**src/verilog/dso_consts.svh**
```systemverilog
// Purpose: Named offsets, fields, reset values and timing for the status output selector
// Assumes: Register index is the Avalon word address; byte address is four times it
// Notes: Definitions only
`ifndef DSO_CONSTS_SVH
`define DSO_CONSTS_SVH

// ****************************************
// Register word indices
// ****************************************
`define DSO_REG_CFG 4'h0
`define DSO_REG_UL_LEVEL 4'h1
`define DSO_REG_OL_LEVEL 4'h2
`define DSO_REG_PID_DEV 4'h3
`define DSO_REG_PID_LIM 4'h4
`define DSO_REG_LOSS 4'h5
`define DSO_REG_WDOG 4'h6
`define DSO_REG_OPT_TO 4'h7
`define DSO_REG_GATE 4'h8
`define DSO_REG_STATUS 4'h9
`define DSO_NUM_RW 9

// ****************************************
// Field positions
// ****************************************
`define DSO_CFG_F11 5:0
`define DSO_CFG_P11 6
`define DSO_CFG_FRY 13:8
`define DSO_CFG_PRY 14
`define DSO_CFG_METER 16
`define DSO_CFG_ULMODE 25:24
`define DSO_LVL 15:0
`define DSO_LIM_LOWER 15:0
`define DSO_LIM_UPPER 31:16
`define DSO_GATE_OP 1:0
`define DSO_GATE_A 13:8
`define DSO_GATE_B 21:16
`define DSO_ST_FLAGS 11:0
`define DSO_ST_OUT11 16
`define DSO_ST_RELAY 17

// ****************************************
// Reset values
// ****************************************
`define DSO_CFG_RST 32'h0100_4501
`define DSO_PID_LIM_RST 32'h03e8_0000
`define DSO_PID_DEV_RST 32'h0000_001e
`define DSO_ZERO_RST 32'h0000_0000

// ****************************************
// Levels and timing
// ****************************************
`define DSO_AIN_4MA 16'h0190
`define DSO_TICK_NS 1000000
`define DSO_CLK_NS 50
`define DSO_CNT_MAX 16'hffff

`endif

```
**src/verilog/dso_pkg.sv**
```systemverilog
// Purpose: Types shared by the status output selector files
// Assumes: Function codes are six bits wide
// Notes: Flag vector index order follows dso_func_t
package dso_pkg;

  // Output function codes
  typedef enum logic [5:0] {
    DSO_F_RUN = 6'h00,
    DSO_F_SPD_REACHED = 6'h01,
    DSO_F_SPD_OVER = 6'h02,
    DSO_F_CUR_OVER = 6'h03,
    DSO_F_PID_ERR = 6'h04,
    DSO_F_FAULT = 6'h05,
    DSO_F_INPUT_LOSS = 6'h06,
    DSO_F_PID_STAGE2 = 6'h07,
    DSO_F_WDOG = 6'h08,
    DSO_F_GATE = 6'h09,
    DSO_F_OPT_LINK = 6'h0a,
    DSO_F_UNDERLOAD = 6'h2b
  } dso_func_t;

  // Underload detector modes
  typedef enum logic [1:0] {
    DSO_UL_OFF = 2'h0,
    DSO_UL_ALL = 2'h1,
    DSO_UL_CONST = 2'h2
  } dso_ul_mode_t;

  // Gate operations
  typedef enum logic [1:0] {
    DSO_G_AND = 2'h0,
    DSO_G_OR = 2'h1,
    DSO_G_XOR = 2'h2
  } dso_gate_op_t;

endpackage

```
**src/verilog/dso_func_mux.sv**
```systemverilog
// Purpose: Picks one status flag by function code
// Assumes: Flag bit n belongs to the n-th code of dso_func_t
// Notes: Unknown codes give a low result
`timescale 1ns/1ns
`default_nettype none
module dso_func_mux
  import dso_pkg::*;
(
  // Selection
  input wire logic [5:0] i_code,
  input wire logic [11:0] i_flags,
  // Result
  output logic o_hit
);

  // ****************************************
  // Code decode
  // ****************************************
  // Map code to flag position
  always_comb begin
    case (dso_func_t'(i_code))
      DSO_F_RUN: o_hit = i_flags[0];
      DSO_F_SPD_REACHED: o_hit = i_flags[1];
      DSO_F_SPD_OVER: o_hit = i_flags[2];
      DSO_F_CUR_OVER: o_hit = i_flags[3];
      DSO_F_PID_ERR: o_hit = i_flags[4];
      DSO_F_FAULT: o_hit = i_flags[5];
      DSO_F_INPUT_LOSS: o_hit = i_flags[6];
      DSO_F_PID_STAGE2: o_hit = i_flags[7];
      DSO_F_WDOG: o_hit = i_flags[8];
      DSO_F_GATE: o_hit = i_flags[9];
      DSO_F_OPT_LINK: o_hit = i_flags[10];
      DSO_F_UNDERLOAD: o_hit = i_flags[11];
      default: o_hit = 1'b0;
    endcase
  end

endmodule
`default_nettype wire

```
**src/verilog/dso_top.sv**
```systemverilog
// Purpose: Drive status output selector with Avalon-MM register access
// Assumes: Status inputs come from logic on i_sys_clk
// Notes: One wait state on every bus access
//
// Local design decisions: the placing of the registers and the Avalon-MM register port.
`include "dso_consts.svh"
`timescale 1ns/1ns
`default_nettype none
module dso_top
  import dso_pkg::*;
#(
  parameter int TICK_CYCLES = `DSO_TICK_NS / `DSO_CLK_NS,
  parameter logic [15:0] RATED_CUR = 16'h0104,
  parameter logic [15:0] MAX_FREQ = 16'h0258
) (
  // Clock and reset
  input wire logic i_sys_clk,
  input wire logic i_rst_n,
  // Avalon-MM slave
  input wire logic [3:0] i_avs_address,
  input wire logic i_avs_read,
  input wire logic i_avs_write,
  input wire logic [31:0] i_avs_writedata,
  input wire logic [3:0] i_avs_byteenable,
  output logic [31:0] o_avs_readdata,
  output logic o_avs_waitrequest,
  // Drive state
  input wire logic i_running,
  input wire logic i_ramping,
  input wire logic [15:0] i_out_freq,
  input wire logic [15:0] i_target_freq,
  input wire logic [15:0] i_out_current,
  input wire logic [15:0] i_pid_err_mag,
  input wire logic [15:0] i_pid_feedback,
  input wire logic [15:0] i_volt_ain,
  input wire logic [15:0] i_cur_ain,
  // Events
  input wire logic i_fault_event,
  input wire logic i_fault_clear,
  input wire logic i_comm_activity,
  input wire logic i_option_activity,
  // Outputs
  output logic o_out11,
  output logic o_relay,
  output logic [15:0] o_meter_value,
  output logic [15:0] o_meter_full
);

  localparam logic [14:0] TICK_LAST = 15'(TICK_CYCLES - 1);
  localparam logic [15:0] UL_MAX = 16'(2 * RATED_CUR);

  logic [31:0] regs [`DSO_NUM_RW];
  logic [31:0] rst_val [`DSO_NUM_RW];
  logic [31:0] wr_merged;
  logic [31:0] wr_val;
  logic [31:0] status;
  logic [31:0] rd_mux;
  logic acc_done;
  logic run_seen_rst;
  logic [11:0] flags;
  logic [11:0] base_flags;
  logic [5:0] codes [4];
  logic [3:0] hits;
  logic fault_latched_flag;
  logic pid_second_stage_out;
  logic run_q;
  logic [14:0] tick_cnt;
  logic tick;
  logic [15:0] wdog_cnt;
  logic [15:0] opt_cnt;
  logic watchdog_timeout_flag;
  logic option_link_fault;
  logic underload_flag;
  logic gate_out;
  logic next_out11;
  logic next_relay;

  // ****************************************
  // Avalon-MM register access
  // ****************************************
  // Byte lane merge of write data
  function automatic logic [31:0] be_merge(input logic [31:0] old_v, input logic [31:0] new_v,
                                           input logic [3:0] be);
    logic [31:0] res;
    res = old_v;
    for (int b = 0; b < 4; b++) begin
      if (be[b]) begin
        res[b*8 +: 8] = new_v[b*8 +: 8];
      end
    end
    return res;
  endfunction

  // Access completes on the edge where waitrequest is seen low
  assign acc_done = (i_avs_read | i_avs_write) & ~o_avs_waitrequest;
  assign wr_merged = (i_avs_address < 4'(`DSO_NUM_RW)) ?
                     be_merge(regs[i_avs_address], i_avs_writedata, i_avs_byteenable) : `DSO_ZERO_RST;
  // Underload level is kept within twice rated current
  assign wr_val = (i_avs_address == `DSO_REG_UL_LEVEL && wr_merged[`DSO_LVL] > UL_MAX) ?
                  {16'h0000, UL_MAX} : wr_merged;

  // Reset values; relay inverted, terminal code 01, relay code 05
  assign rst_val[0] = `DSO_CFG_RST;
  assign rst_val[1] = {16'h0000, RATED_CUR};
  assign rst_val[2] = {16'h0000, RATED_CUR};
  assign rst_val[3] = `DSO_PID_DEV_RST;
  assign rst_val[4] = `DSO_PID_LIM_RST;
  assign rst_val[5] = `DSO_ZERO_RST;
  assign rst_val[6] = `DSO_ZERO_RST;
  assign rst_val[7] = `DSO_ZERO_RST;
  assign rst_val[8] = `DSO_ZERO_RST;

  // One storage register per index
  for (genvar r = 0; r < `DSO_NUM_RW; r++) begin : g_reg
    always_ff @(posedge i_sys_clk or negedge i_rst_n) begin
      if (!i_rst_n) begin
        regs[r] <= (r == 0) ? `DSO_CFG_RST : (r == 3) ? `DSO_PID_DEV_RST :
                   (r == 4) ? `DSO_PID_LIM_RST : `DSO_ZERO_RST;
      end else if (!run_seen_rst && (r == 1 || r == 2)) begin
        regs[r] <= rst_val[r];
      end else if (acc_done && i_avs_write && i_avs_address == 4'(r)) begin
        regs[r] <= wr_val;
      end
    end
  end

  // Load parameter-valued reset levels once after release
  always_ff @(posedge i_sys_clk or negedge i_rst_n) begin
    if (!i_rst_n) begin
      run_seen_rst <= 1'b0;
    end else begin
      run_seen_rst <= 1'b1;
    end
  end

  // Status word shows live flags and pin levels
  assign status = {14'h0000, o_relay, o_out11, 4'h0, flags};
  assign rd_mux = (i_avs_address < 4'(`DSO_NUM_RW)) ? regs[i_avs_address] :
                  (i_avs_address == `DSO_REG_STATUS) ? status : `DSO_ZERO_RST;

  // Waitrequest drops for one cycle per request
  always_ff @(posedge i_sys_clk or negedge i_rst_n) begin
    if (!i_rst_n) begin
      o_avs_waitrequest <= 1'b1;
      o_avs_readdata <= `DSO_ZERO_RST;
    end else begin
      o_avs_waitrequest <= ~((i_avs_read | i_avs_write) & o_avs_waitrequest);
      o_avs_readdata <= rd_mux;
    end
  end

  // ****************************************
  // Status flag conditions
  // ****************************************
  // Flags in dso_func_t order: drive state compares, fault latch, timers, gate and detectors
  assign flags[0] = i_running;
  assign flags[1] = i_running & ~i_ramping & (i_out_freq == i_target_freq);
  assign flags[2] = i_running & (i_out_freq >= i_target_freq);
  assign flags[3] = i_out_current > regs[`DSO_REG_OL_LEVEL][`DSO_LVL];
  assign flags[4] = i_pid_err_mag > regs[`DSO_REG_PID_DEV][`DSO_LVL];
  assign flags[5] = fault_latched_flag;
  assign flags[6] = (i_volt_ain < regs[`DSO_REG_LOSS][`DSO_LVL]) | (i_cur_ain < `DSO_AIN_4MA);
  assign flags[7] = pid_second_stage_out;
  assign flags[8] = watchdog_timeout_flag;
  assign flags[9] = gate_out;
  assign flags[10] = option_link_fault;
  assign flags[11] = underload_flag;

  // Fault latch; a new fault wins over a clear
  always_ff @(posedge i_sys_clk or negedge i_rst_n) begin
    if (!i_rst_n) begin
      fault_latched_flag <= 1'b0;
    end else if (i_fault_event) begin
      fault_latched_flag <= 1'b1;
    end else if (i_fault_clear) begin
      fault_latched_flag <= 1'b0;
    end
  end

  // PID second stage hysteresis, dropped on run to stop
  always_ff @(posedge i_sys_clk or negedge i_rst_n) begin
    if (!i_rst_n) begin
      run_q <= 1'b0;
      pid_second_stage_out <= 1'b0;
    end else begin
      run_q <= i_running;
      if ((run_q & ~i_running) ||
          i_pid_feedback > regs[`DSO_REG_PID_LIM][`DSO_LIM_UPPER]) begin
        pid_second_stage_out <= 1'b0;
      end else if (i_running && i_pid_feedback < regs[`DSO_REG_PID_LIM][`DSO_LIM_LOWER]) begin
        pid_second_stage_out <= 1'b1;
      end
    end
  end

  // ****************************************
  // Timeout timers
  // ****************************************
  // Millisecond tick shared by both timers
  assign tick = (tick_cnt == TICK_LAST);
  always_ff @(posedge i_sys_clk or negedge i_rst_n) begin
    if (!i_rst_n) begin
      tick_cnt <= 15'h0000;
    end else begin
      tick_cnt <= tick ? 15'h0000 : tick_cnt + 15'h0001;
    end
  end

  // Activity restarts each count; counts saturate
  always_ff @(posedge i_sys_clk or negedge i_rst_n) begin
    if (!i_rst_n) begin
      wdog_cnt <= 16'h0000;
      opt_cnt <= 16'h0000;
    end else begin
      if (i_comm_activity) begin
        wdog_cnt <= 16'h0000;
      end else if (tick && wdog_cnt != `DSO_CNT_MAX) begin
        wdog_cnt <= wdog_cnt + 16'h0001;
      end
      if (i_option_activity) begin
        opt_cnt <= 16'h0000;
      end else if (tick && opt_cnt != `DSO_CNT_MAX) begin
        opt_cnt <= opt_cnt + 16'h0001;
      end
    end
  end

  // A zero period disables the timeout
  assign watchdog_timeout_flag = (regs[`DSO_REG_WDOG][`DSO_LVL] != 16'h0000) &
                                 (wdog_cnt >= regs[`DSO_REG_WDOG][`DSO_LVL]);
  assign option_link_fault = (regs[`DSO_REG_OPT_TO][`DSO_LVL] != 16'h0000) &
                             (opt_cnt >= regs[`DSO_REG_OPT_TO][`DSO_LVL]);

  // ****************************************
  // Underload warning
  // ****************************************
  // Flag feeds the selectors and the status word, nothing trips
  dso_underload u_underload (
    .i_sys_clk(i_sys_clk),
    .i_rst_n(i_rst_n),
    .i_mode(regs[`DSO_REG_CFG][`DSO_CFG_ULMODE]),
    .i_level(regs[`DSO_REG_UL_LEVEL][`DSO_LVL]),
    .i_current(i_out_current),
    .i_running(i_running),
    .i_ramping(i_ramping),
    .o_flag(underload_flag)
  );

  // ****************************************
  // Function selectors
  // ****************************************
  // Channels 0,1 gate operands; 2 terminal; 3 relay
  assign codes[0] = regs[`DSO_REG_GATE][`DSO_GATE_A];
  assign codes[1] = regs[`DSO_REG_GATE][`DSO_GATE_B];
  assign codes[2] = regs[`DSO_REG_CFG][`DSO_CFG_F11];
  assign codes[3] = regs[`DSO_REG_CFG][`DSO_CFG_FRY];
  assign base_flags = {flags[11:10], 1'b0, flags[8:0]};

  for (genvar c = 0; c < 4; c++) begin : g_sel
    dso_func_mux u_mux (
      .i_code(codes[c]),
      .i_flags((c < 2) ? base_flags : flags),
      .o_hit(hits[c])
    );
  end

  // Gate combines the two operand results
  assign gate_out = (dso_gate_op_t'(regs[`DSO_REG_GATE][`DSO_GATE_OP]) == DSO_G_AND) ? (hits[0] & hits[1]) :
                    (dso_gate_op_t'(regs[`DSO_REG_GATE][`DSO_GATE_OP]) == DSO_G_OR) ? (hits[0] | hits[1]) :
                    (dso_gate_op_t'(regs[`DSO_REG_GATE][`DSO_GATE_OP]) == DSO_G_XOR) ? (hits[0] ^ hits[1]) :
                    1'b0;

  // Polarity bit inverts the pin sense
  assign next_out11 = hits[2] ^ regs[`DSO_REG_CFG][`DSO_CFG_P11];
  assign next_relay = hits[3] ^ regs[`DSO_REG_CFG][`DSO_CFG_PRY];

  // ****************************************
  // Registered outputs
  // ****************************************
  // Pins and meter update every cycle, low in reset
  always_ff @(posedge i_sys_clk or negedge i_rst_n) begin
    if (!i_rst_n) begin
      o_out11 <= 1'b0;
      o_relay <= 1'b0;
      o_meter_value <= 16'h0000;
      o_meter_full <= 16'h0000;
    end else begin
      o_out11 <= next_out11;
      o_relay <= next_relay;
      o_meter_value <= regs[`DSO_REG_CFG][`DSO_CFG_METER] ? i_out_current : i_out_freq;
      o_meter_full <= regs[`DSO_REG_CFG][`DSO_CFG_METER] ? UL_MAX : MAX_FREQ;
    end
  end

endmodule
`default_nettype wire

```
**src/verilog/dso_underload.sv**
```systemverilog
// Purpose: Underload detector raising a warning flag only
// Assumes: Current and level share one unit
// Notes: Flag is registered
`timescale 1ns/1ns
`default_nettype none
module dso_underload
  import dso_pkg::*;
(
  // Clock and reset
  input wire logic i_sys_clk,
  input wire logic i_rst_n,
  // Settings and drive state
  input wire logic [1:0] i_mode,
  input wire logic [15:0] i_level,
  input wire logic [15:0] i_current,
  input wire logic i_running,
  input wire logic i_ramping,
  // Warning flag
  output logic o_flag
);

  logic window;
  logic next_flag;

  // ****************************************
  // Detection window and compare
  // ****************************************
  // Mode decides in which phases detection is live
  assign window = (dso_ul_mode_t'(i_mode) == DSO_UL_ALL) ? i_running :
                  (dso_ul_mode_t'(i_mode) == DSO_UL_CONST) ? (i_running & ~i_ramping) :
                  1'b0;
  assign next_flag = window & (i_current < i_level);

  // Register the flag
  always_ff @(posedge i_sys_clk or negedge i_rst_n) begin
    if (!i_rst_n) begin
      o_flag <= 1'b0;
    end else begin
      o_flag <= next_flag;
    end
  end

endmodule
`default_nettype wire
```
**config.mk**
```make
export PLATFORM = sky130hd
export DESIGN_NAME = dso_top
export DESIGN_NICKNAME = d
export VERILOG_FILES = /design/src/verilog/dso_pkg.sv /design/src/verilog/dso_func_mux.sv /design/src/verilog/dso_top.sv /design/src/verilog/dso_underload.sv
export VERILOG_INCLUDE_DIRS = /design/src /design/src/verilog
export SDC_FILE = /design/constraint.sdc
export NUM_CORES = 1
export LEC_CHECK = 0
export ABC_AREA = 0
export BUFFER_PORTS_ARGS = -buffer_cell sky130_fd_sc_hd__buf_4
export CORE_MARGIN = 3
export CORE_UTILIZATION = 60
export CTS_BUF_LIST = sky130_fd_sc_hd__clkbuf_16
export DETAILED_ROUTE_END_ITERATION = 8
export GPL_TIMING_DRIVEN = 0
export HOLD_SLACK_MARGIN = 0.1
export PLACE_DENSITY = 0.77
export SETUP_SLACK_MARGIN = 0.1
export SYNTH_ARGS = -nofsm -noshare
export SYNTH_HDL_FRONTEND = slang
export SYNTH_HIERARCHICAL = 1
export SYNTH_SLANG_ARGS = --single-unit
```
**constraint.sdc**
```tcl
create_clock -name i_sys_clk -period 6.1 [get_ports i_sys_clk]
set_clock_uncertainty 0.05 [all_clocks]
set_input_delay 0.61 -clock i_sys_clk [delete_from_list [all_inputs] [get_ports i_sys_clk]]
set_output_delay 0.61 -clock i_sys_clk [all_outputs]
set_load 0.01 [all_outputs]
```
==> results of run 1 <==
==> worst max-delay path, cell delays in order, from the launching register on <==
cell and delay (ns):
dfrtp_1 0.45, ha_1 0.31, nand2b_1 0.10, a21o_1 0.13, a21o_1 0.13, a21o_1 0.13
a21o_1 0.11, a2111oi_0 0.08, o31ai_1 1.18, nand4bb_1 0.18, o311ai_0 0.19, nand3_1 0.15
o41ai_2 0.10, inv_1 0.09, ha_1 0.21, nand2_1 0.06, o21ai_0 0.08, o22ai_1 0.37
mux2i_1 0.15, o311ai_0 0.33, nand3_1 0.14, o41ai_2 0.08, xor2_1 0.36
==> final cells by class <==
cell class / count / area [sq um]
multi-input combinational: 1518 / 10880
fill: 2652 / 10310
sequential: 392 / 9829
timing repair buffer: 210 / 1647
clock buffer: 43 / 1076
buffer: 123 / 629.4
inverter: 157 / 589.3
tap: 461 / 576.8
clock inverter: 34 / 198.9
==> how the worst min path moves through the flow <==
stage | start | cells past startpoint | end | slack [ns]
after floorplan | i_rst_n | 0 | codes[10]$_DFFE_PN0P_ | 0.26
after global placement | regs[273]$_DFFE_PN0P_ | 2 | regs[273]$_DFFE_PN0P_ | 0.41
after detailed placement | regs[82]$_DFFE_PN0P_ | 2 | regs[82]$_DFFE_PN0P_ | 0.42
after CTS | i_avs_read | 2 | o_avs_waitrequest$_DFF_PN1_ | 0.13
after global routing | i_avs_read | 2 | o_avs_waitrequest$_DFF_PN1_ | 0.14
final | i_avs_read | 2 | o_avs_waitrequest$_DFF_PN1_ | 0.14
==> layout by cell type (no fill, tap or decap), drive strengths merged, types with 5 or more instances in the layout <==
| master | n |
|---|---|
| a21boi | 7 |
| dfstp | 16 |
| a211oi | 9 |
| o311ai | 5 |
| a22oi | 22 |
| mux2i | 57 |
| nor2b | 20 |
| and2 | 35 |
| o31ai | 27 |
| buf | 261 |
| mux4 | 55 |
| nor3 | 13 |
| ha | 146 |
| nor2 | 70 |
| a21oi | 61 |
| mux2 | 42 |
| or3 | 6 |
| inv | 169 |
| nand2b | 17 |
| clkinv | 19 |
| dfrtp | 376 |
| xor2 | 25 |
| o21a | 18 |
| clkbuf | 114 |
| nand2 | 341 |
| nand4 | 27 |
| nand3 | 42 |
| a21o | 41 |
| xnor2 | 14 |
| o21ai | 290 |
| o22ai | 9 |
| conb | 15 |
| and3 | 18 |
| o41ai | 6 |
| nor4 | 12 |
==> kinds of logic (layout without fill, tap and decap cells) <==
logic type / after synthesis / count (layout) / share of synthesized area
AND/OR/NAND/NOR: 627 / 627 / 0.1331
AO/OA/AOI/OAI: 537 / 537 / 0.1547
flip-flops: 392 / 392 / 0.4494
buffers and inverters: 280 / 567 / 0.05571
multiplexers: 154 / 154 / 0.1076
adder cells (fa/ha/maj): 146 / 146 / 0.08351
XOR/XNOR: 39 / 39 / 0.01562
other: 2 / 15 / 0.0003433
==> metrics by stage <==
| step | hold slack (ns) | instances | utilization | area (sq um) | setup WS (ns) |
|---|---|---|---|---|---|
| global route | 0.1368 | 2938 | 0.7114 | 25430 | 0.5638 |
| floorplan | 0.2644 | 2190 | - | 21920 | 2.037 |
| detailed placement | 0.4154 | 2860 | 0.6755 | 24140 | 0.6102 |
| finish | 0.1388 | 2938 | 0.7114 | 25430 | 0.7980 |
| CTS | 0.1339 | 2938 | 0.7114 | 25430 | 0.9649 |
| global placement | 0.4065 | 2856 | 0.6725 | 24040 | -0.2861 |
==> where the power goes <==
part / internal [uW] / switching [uW]
sequential: 2860 / 235
combinational: 577 / 740
clock: 1360 / 1070
total: 4800 / 2040
==> routing by layer <==
layer	up-vias	part of all wire	GRT usage
li1	8194	-	-
met1	9112	0.39	0.4725
met2	1051	0.46	0.5702
met3	236	0.091	0.07231
met4	0	0.054	0.1690
met5	-	0	0
==> state kept, by name, summed over array words and instances (netlist names), 2 cells and up <==
signal,count
o_meter_full,2
o_meter_value,16
regs,264
opt_cnt,16
tick_cnt,15
o_avs_readdata,32
codes,24
wdog_cnt,16
==> what timing repair did <==
action | CTS | global route
hold endpoints to repair | 22 | 0
buffers inserted | 0 | 0
hold buffers | 1 | 0
==> results.py, run 1 <==
metrics = {
    "die": {
        "die_x_microns": 196.9,
        "initial_utilization": 0.6120,
        "die-area_sq_um": 38780,
        "row_count": 69,
        "coreArea_sq_um": 35740,
        "die_y_microns": 196.9,
        "io_pins": 229,
    },
    "setup_path": {
        "r2r_slack_ns": 0.80,
        "required_ns": 6.49,
        "critical_path_peak_fanout": 5,
        "critPathKind": "flop to flop",
        "crit_path_end": "o_out11$_DFF_PN0_",
        "crit_path_end_kind": "flop",
        "worstPathArrival_ns": 5.69,
        "critPathLaunchType": "flop",
        "reg2reg_depth": 22,
        "reg2reg_from": "regs[32]$_DFFE_PN0P_",
        "setup.worst_path.start": "regs[32]$_DFFE_PN0P_",
        "rr_endpoint": "o_out11$_DFF_PN0_",
    },
    "synthesis": {
        "synth_area_sq_um": 21870,
        "synth_seq_cells": 392,
        "syn_inst": 2177,
        "synth_edf_count": 0,
        "synth_cell_types": 83,
        "synthFlopType": "dfrtp_1",
        "avgSynthCellArea_sq_um": 10.05,
        "synth.most_common_cell": "dfrtp_1",
        "ys_top_cells_by_count": "dfrtp_1 (376), nand2_1 (341), o21ai_0 (253)",
        "yosysTopAreaCellShare": 0.4302,
        "yosys.area.top_type": "dfrtp_1",
        "yosysSeqAreaShare": 0.4494,
        "yosys_warnings": 6,
        "synth-async-reset-ratio": 1.000,
        "synthTopCellsByArea": "dfrtp_1 (43%), ha_1 (8.4%), nand2_1 (5.9%), o21ai_0 (5.8%), mux4_2 (4.6%)",
    },
    "timing": {
        "finalCritPeriodShare": 0.8692,
        "slew_headroom": 0.03022,
        "setup-violations-final": 0,
        "finalHoldViolations": 0,
        "worst_slew_pin_slew_ns": 1.442,
        "finalCriticalPeriod_ns": 5.302,
        "fmax_ghz": 0.1886,
        "fin_setup_tns_ns": 0,
        "rsz0062_at_grt": "false",
        "slew_violations": 0,
    },
    "clock_tree": {
        "cts.sinks": 392,
        "cts_max_level": 2,
        "clock_latency_ns": 0.57,
        "cts_resized": 0,
        "numCtsBuffers": 43,
        "path_clk_slew_ns": 0.06,
        "root_buffer": "clkbuf_16",
        "cts_tree": "built",
        "cts.path.max_buffers": 3,
    },
    "finish": {
        "layout.nets": 2753,
        "layout-drive-gt1-share": 0.1889,
        "area_growth_pct": 16.25,
        "antenna_cells": 0,
    },
    "place": {
        "hpwl_microns": 53110,
        "numPortBuffers": 205,
        "gp_congestion": 1.033,
    },
    "pwr": {
        "peakVddDrop_v": 0.0002233,
        "powerDensity_nw_per_um2": 269.1,
        "leakage_uw": 0.01176,
        "power_uw": 6842,
    },
    "detailed_routing": {
        "wl_per_cell_microns": 23.55,
        "via_count": 18590,
        "drtIter0Drc": 1871,
        "viasPerCell": 6.328,
        "drt-total-wl_microns": 69200,
        "postRouteAntennaNets": 0,
        "drc": 0,
        "first_pass_iters": 8,
    },
    "run": {
        "cap_violations": 0,
    },
    "grt": {
        "grt-ovfl-total": 0,
        "grt_start_max_net_pins": 121,
        "grt_antenna_before_repair": 0,
        "grt_usage": 0.3565,
        "grt_first_pass_wirelength_microns": 105800,
        "grt_pass1_vias": 18420,
    },
    "status": {
        "outcome": "finished clean",
    },
    "hold_path": {
        "worstHoldPathType": "input port to flop",
    },
}
Note: power is estimated with default switching activity, not from simulation.
==> inputs of run 2 (changes only) <==
--- a/config.mk
+++ b/config.mk
@@ -8,7 +8,7 @@
 export LEC_CHECK = 0
 export ABC_AREA = 0
 export BUFFER_PORTS_ARGS = -buffer_cell sky130_fd_sc_hd__buf_4
-export CORE_MARGIN = 3
+export CORE_MARGIN = 4
 export CORE_UTILIZATION = 60
 export CTS_BUF_LIST = sky130_fd_sc_hd__clkbuf_16
 export DETAILED_ROUTE_END_ITERATION = 8
==> results.py, run 2 (synthesized netlist as in run 1, its figures left out) <==
metrics = {
    "hold_path": {
        "worstHoldPathType": "input port to flop",
    },
    "finish": {
        "final_util": 0.7131,
        "antenna_cells": 0,
        "largest_reg_flops": 264,
        "layout-drive-gt1-share": 0.1913,
        "final_cell_mix": "dfrtp_1 (376), nand2_1 (341), o21ai_0 (253)",
        "largest-register": "regs",
        "fin_area_sq_um": 25490,
        "final_common_cell": "dfrtp_1",
        "layout.nets": 2752,
        "area_growth_pct": 16.53,
        "stdcell_count": 2939,
    },
    "clock_tree": {
        "root_buffer": "clkbuf_16",
        "numCtsBuffers": 42,
        "post-cts-setup-buffers": 0,
        "cts_tree": "built",
        "clock_latency_ns": 0.58,
        "path_clk_slew_ns": 0.06,
        "cts_max_level": 2,
        "cts.sinks": 392,
        "cts.path.max_buffers": 3,
    },
    "timing": {
        "worst_slew_pin_slew_ns": 1.469,
        "rsz0062_at_grt": "false",
        "finalHoldViolations": 0,
        "finalCritPeriodShare": 0.8709,
        "fmax_ghz": 0.1882,
        "setup-violations-final": 0,
        "slew_violations": 0,
        "finalCriticalPeriod_ns": 5.313,
        "slew_headroom": 0.01262,
        "fin_ws_ns": 0.7873,
    },
    "die": {
        "die_y_microns": 198.9,
        "row_count": 69,
        "die-area_sq_um": 39580,
        "die_x_microns": 198.9,
        "initial_utilization": 0.6120,
        "io_pins": 229,
        "coreArea_sq_um": 35740,
    },
    "detailed_routing": {
        "drt-total-wl_microns": 69710,
        "viasPerCell": 6.325,
        "wl_per_cell_microns": 23.72,
        "via_count": 18590,
        "postRouteAntennaNets": 0,
        "first_pass_iters": 6,
        "drc": 0,
        "drtIter0Drc": 1867,
    },
    "grt": {
        "grt-ovfl-total": 0,
        "grt_antenna_before_repair": 0,
        "grt_pass1_vias": 18430,
        "grt_start_max_net_pins": 109,
        "grt_usage": 0.3515,
        "grt_first_pass_wirelength_microns": 106400,
    },
    "setup_path": {
        "required_ns": 6.51,
        "crit_path_end_kind": "flop",
        "worstPathCellList": "inv_1, ha_1, nand4_1, nor2_1, o21ai_0, a21oi_1, a211oi_1, a21oi_1, mux4_1, mux2i_1, o41ai_2, inv_1, ha_1, nand2_1, o21ai_0, o22ai_1, mux2i_1, o311ai_0, nand3_1, o41ai_2, xor2_1",
        "slowest_stage": "a21oi_1",
        "crit_path_max_incr_delay_ns": 0.54,
        "critical_path_peak_fanout": 5,
        "worstPathArrival_ns": 5.72,
        "critPathLaunchType": "flop",
        "critPathKind": "flop to flop",
    },
    "place": {
        "preCtsSetupSlack_ns": 0.4164,
        "dp_cells": 2860,
        "numPortBuffers": 205,
        "hpwl_microns": 53390,
        "placed_cell_area_sq_um": 24140,
        "gp_congestion": 0.9976,
    },
    "status": {
        "violations": "capacitance limit",
        "outcome": "finished with violations",
    },
    "pwr": {
        "peakVddDrop_v": 0.0001766,
        "leakage_uw": 0.01179,
        "powerDensity_nw_per_um2": 272.2,
    },
    "run": {
        "cap_violations": 1,
    },
}
-- run 2: cell types whose count changed in the layout (fill, tap and decap cells not counted) --
cell | previous run | this run
bufinv_16 | 2 | 4
clkbuf_16 | 43 | 42
clkinv_1 | 11 | 8
clkinv_2 | 8 | 10
clkinv_4 | 0 | 1
clkinv_8 | 0 | 1
inv_1 | 168 | 166
inv_6 | 1 | 2
-- run 2: final cells by class --
class	count	area [sq um]
multi-input combinational	1518	10880
fill	2671	10250
sequential	392	9829
timing repair buffer	210	1647
clock buffer	42	1051
buffer	123	629.4
inverter	157	589.3
tap	461	576.8
clock inverter	36	284.0
-- run 2: stage by stage --
step / TNS [ns] / power (uW) / hold WS (ns)
after global placement: -0.3803 / 4345 / 0.4068
after global routing: 0 / 7194 / 0.1260
final: 0 / 6938 / 0.1348
after floorplan: 0 / 3824 / 0.2644
after CTS: 0 / 6915 / 0.1160
after detailed placement: 0 / 4417 / 0.4079
-- run 2: routing by layer --
layer  global-route usage  wire length [microns]  vias up
met4               0.1563                   3437        0
met2               0.5580                  32110     1100
li1                     -                      -     8195
met1               0.4760                  27220     9106
met3              0.06775                   6945      188
met5                    0                      0        -
-- run 2: worst max-delay path: cells and delay by family (launching register included) --
kind            cells  cell delay [ns]
compound gates      9             2.47
mux                 3             0.69
simple gates        4             0.55
fa+ha+maj           2             0.50
flops               1             0.42
xor+xnor            1             0.32
buf+inv             2             0.17
-- run 2: path summary, 6_finish.rpt --
kind / start / end / slack [ns] / cells past startpoint
max: regs[207]$_DFFE_PN0P_ / o_out11$_DFF_PN0_ / 0.79 / 21
min: i_avs_read / o_avs_waitrequest$_DFF_PN1_ / 0.13 / 2
max reg2reg: regs[207]$_DFFE_PN0P_ / o_out11$_DFF_PN0_ / 0.79 / 21
min reg2reg: tick_cnt[4]$_DFF_PN0_ / tick_cnt[4]$_DFF_PN0_ / 0.42 / 1
max in group asynchronous: i_rst_n / tick_cnt[2]$_DFF_PN0_ / 3.91 / 4
min in group asynchronous: i_rst_n / regs[248]$_DFFE_PN0P_ / 0.62 / 2
-- run 2: timing repair --
item / CTS / global route
hold endpoints to repair: 84 / 0
endpoints found under the setup margin: 0 / 0
hold buffers: 1 / 0
resized for setup: 0 / 0
-- run 2: report_power, final --
part           switching [uW]  total (uW)  internal, uW  leakage, uW
logic                     743        1320           578      0.00588
clock network            1090        2520          1430     0.000694
registers                 234        3090          2860      0.00522
total                    2070        6940          4870       0.0118
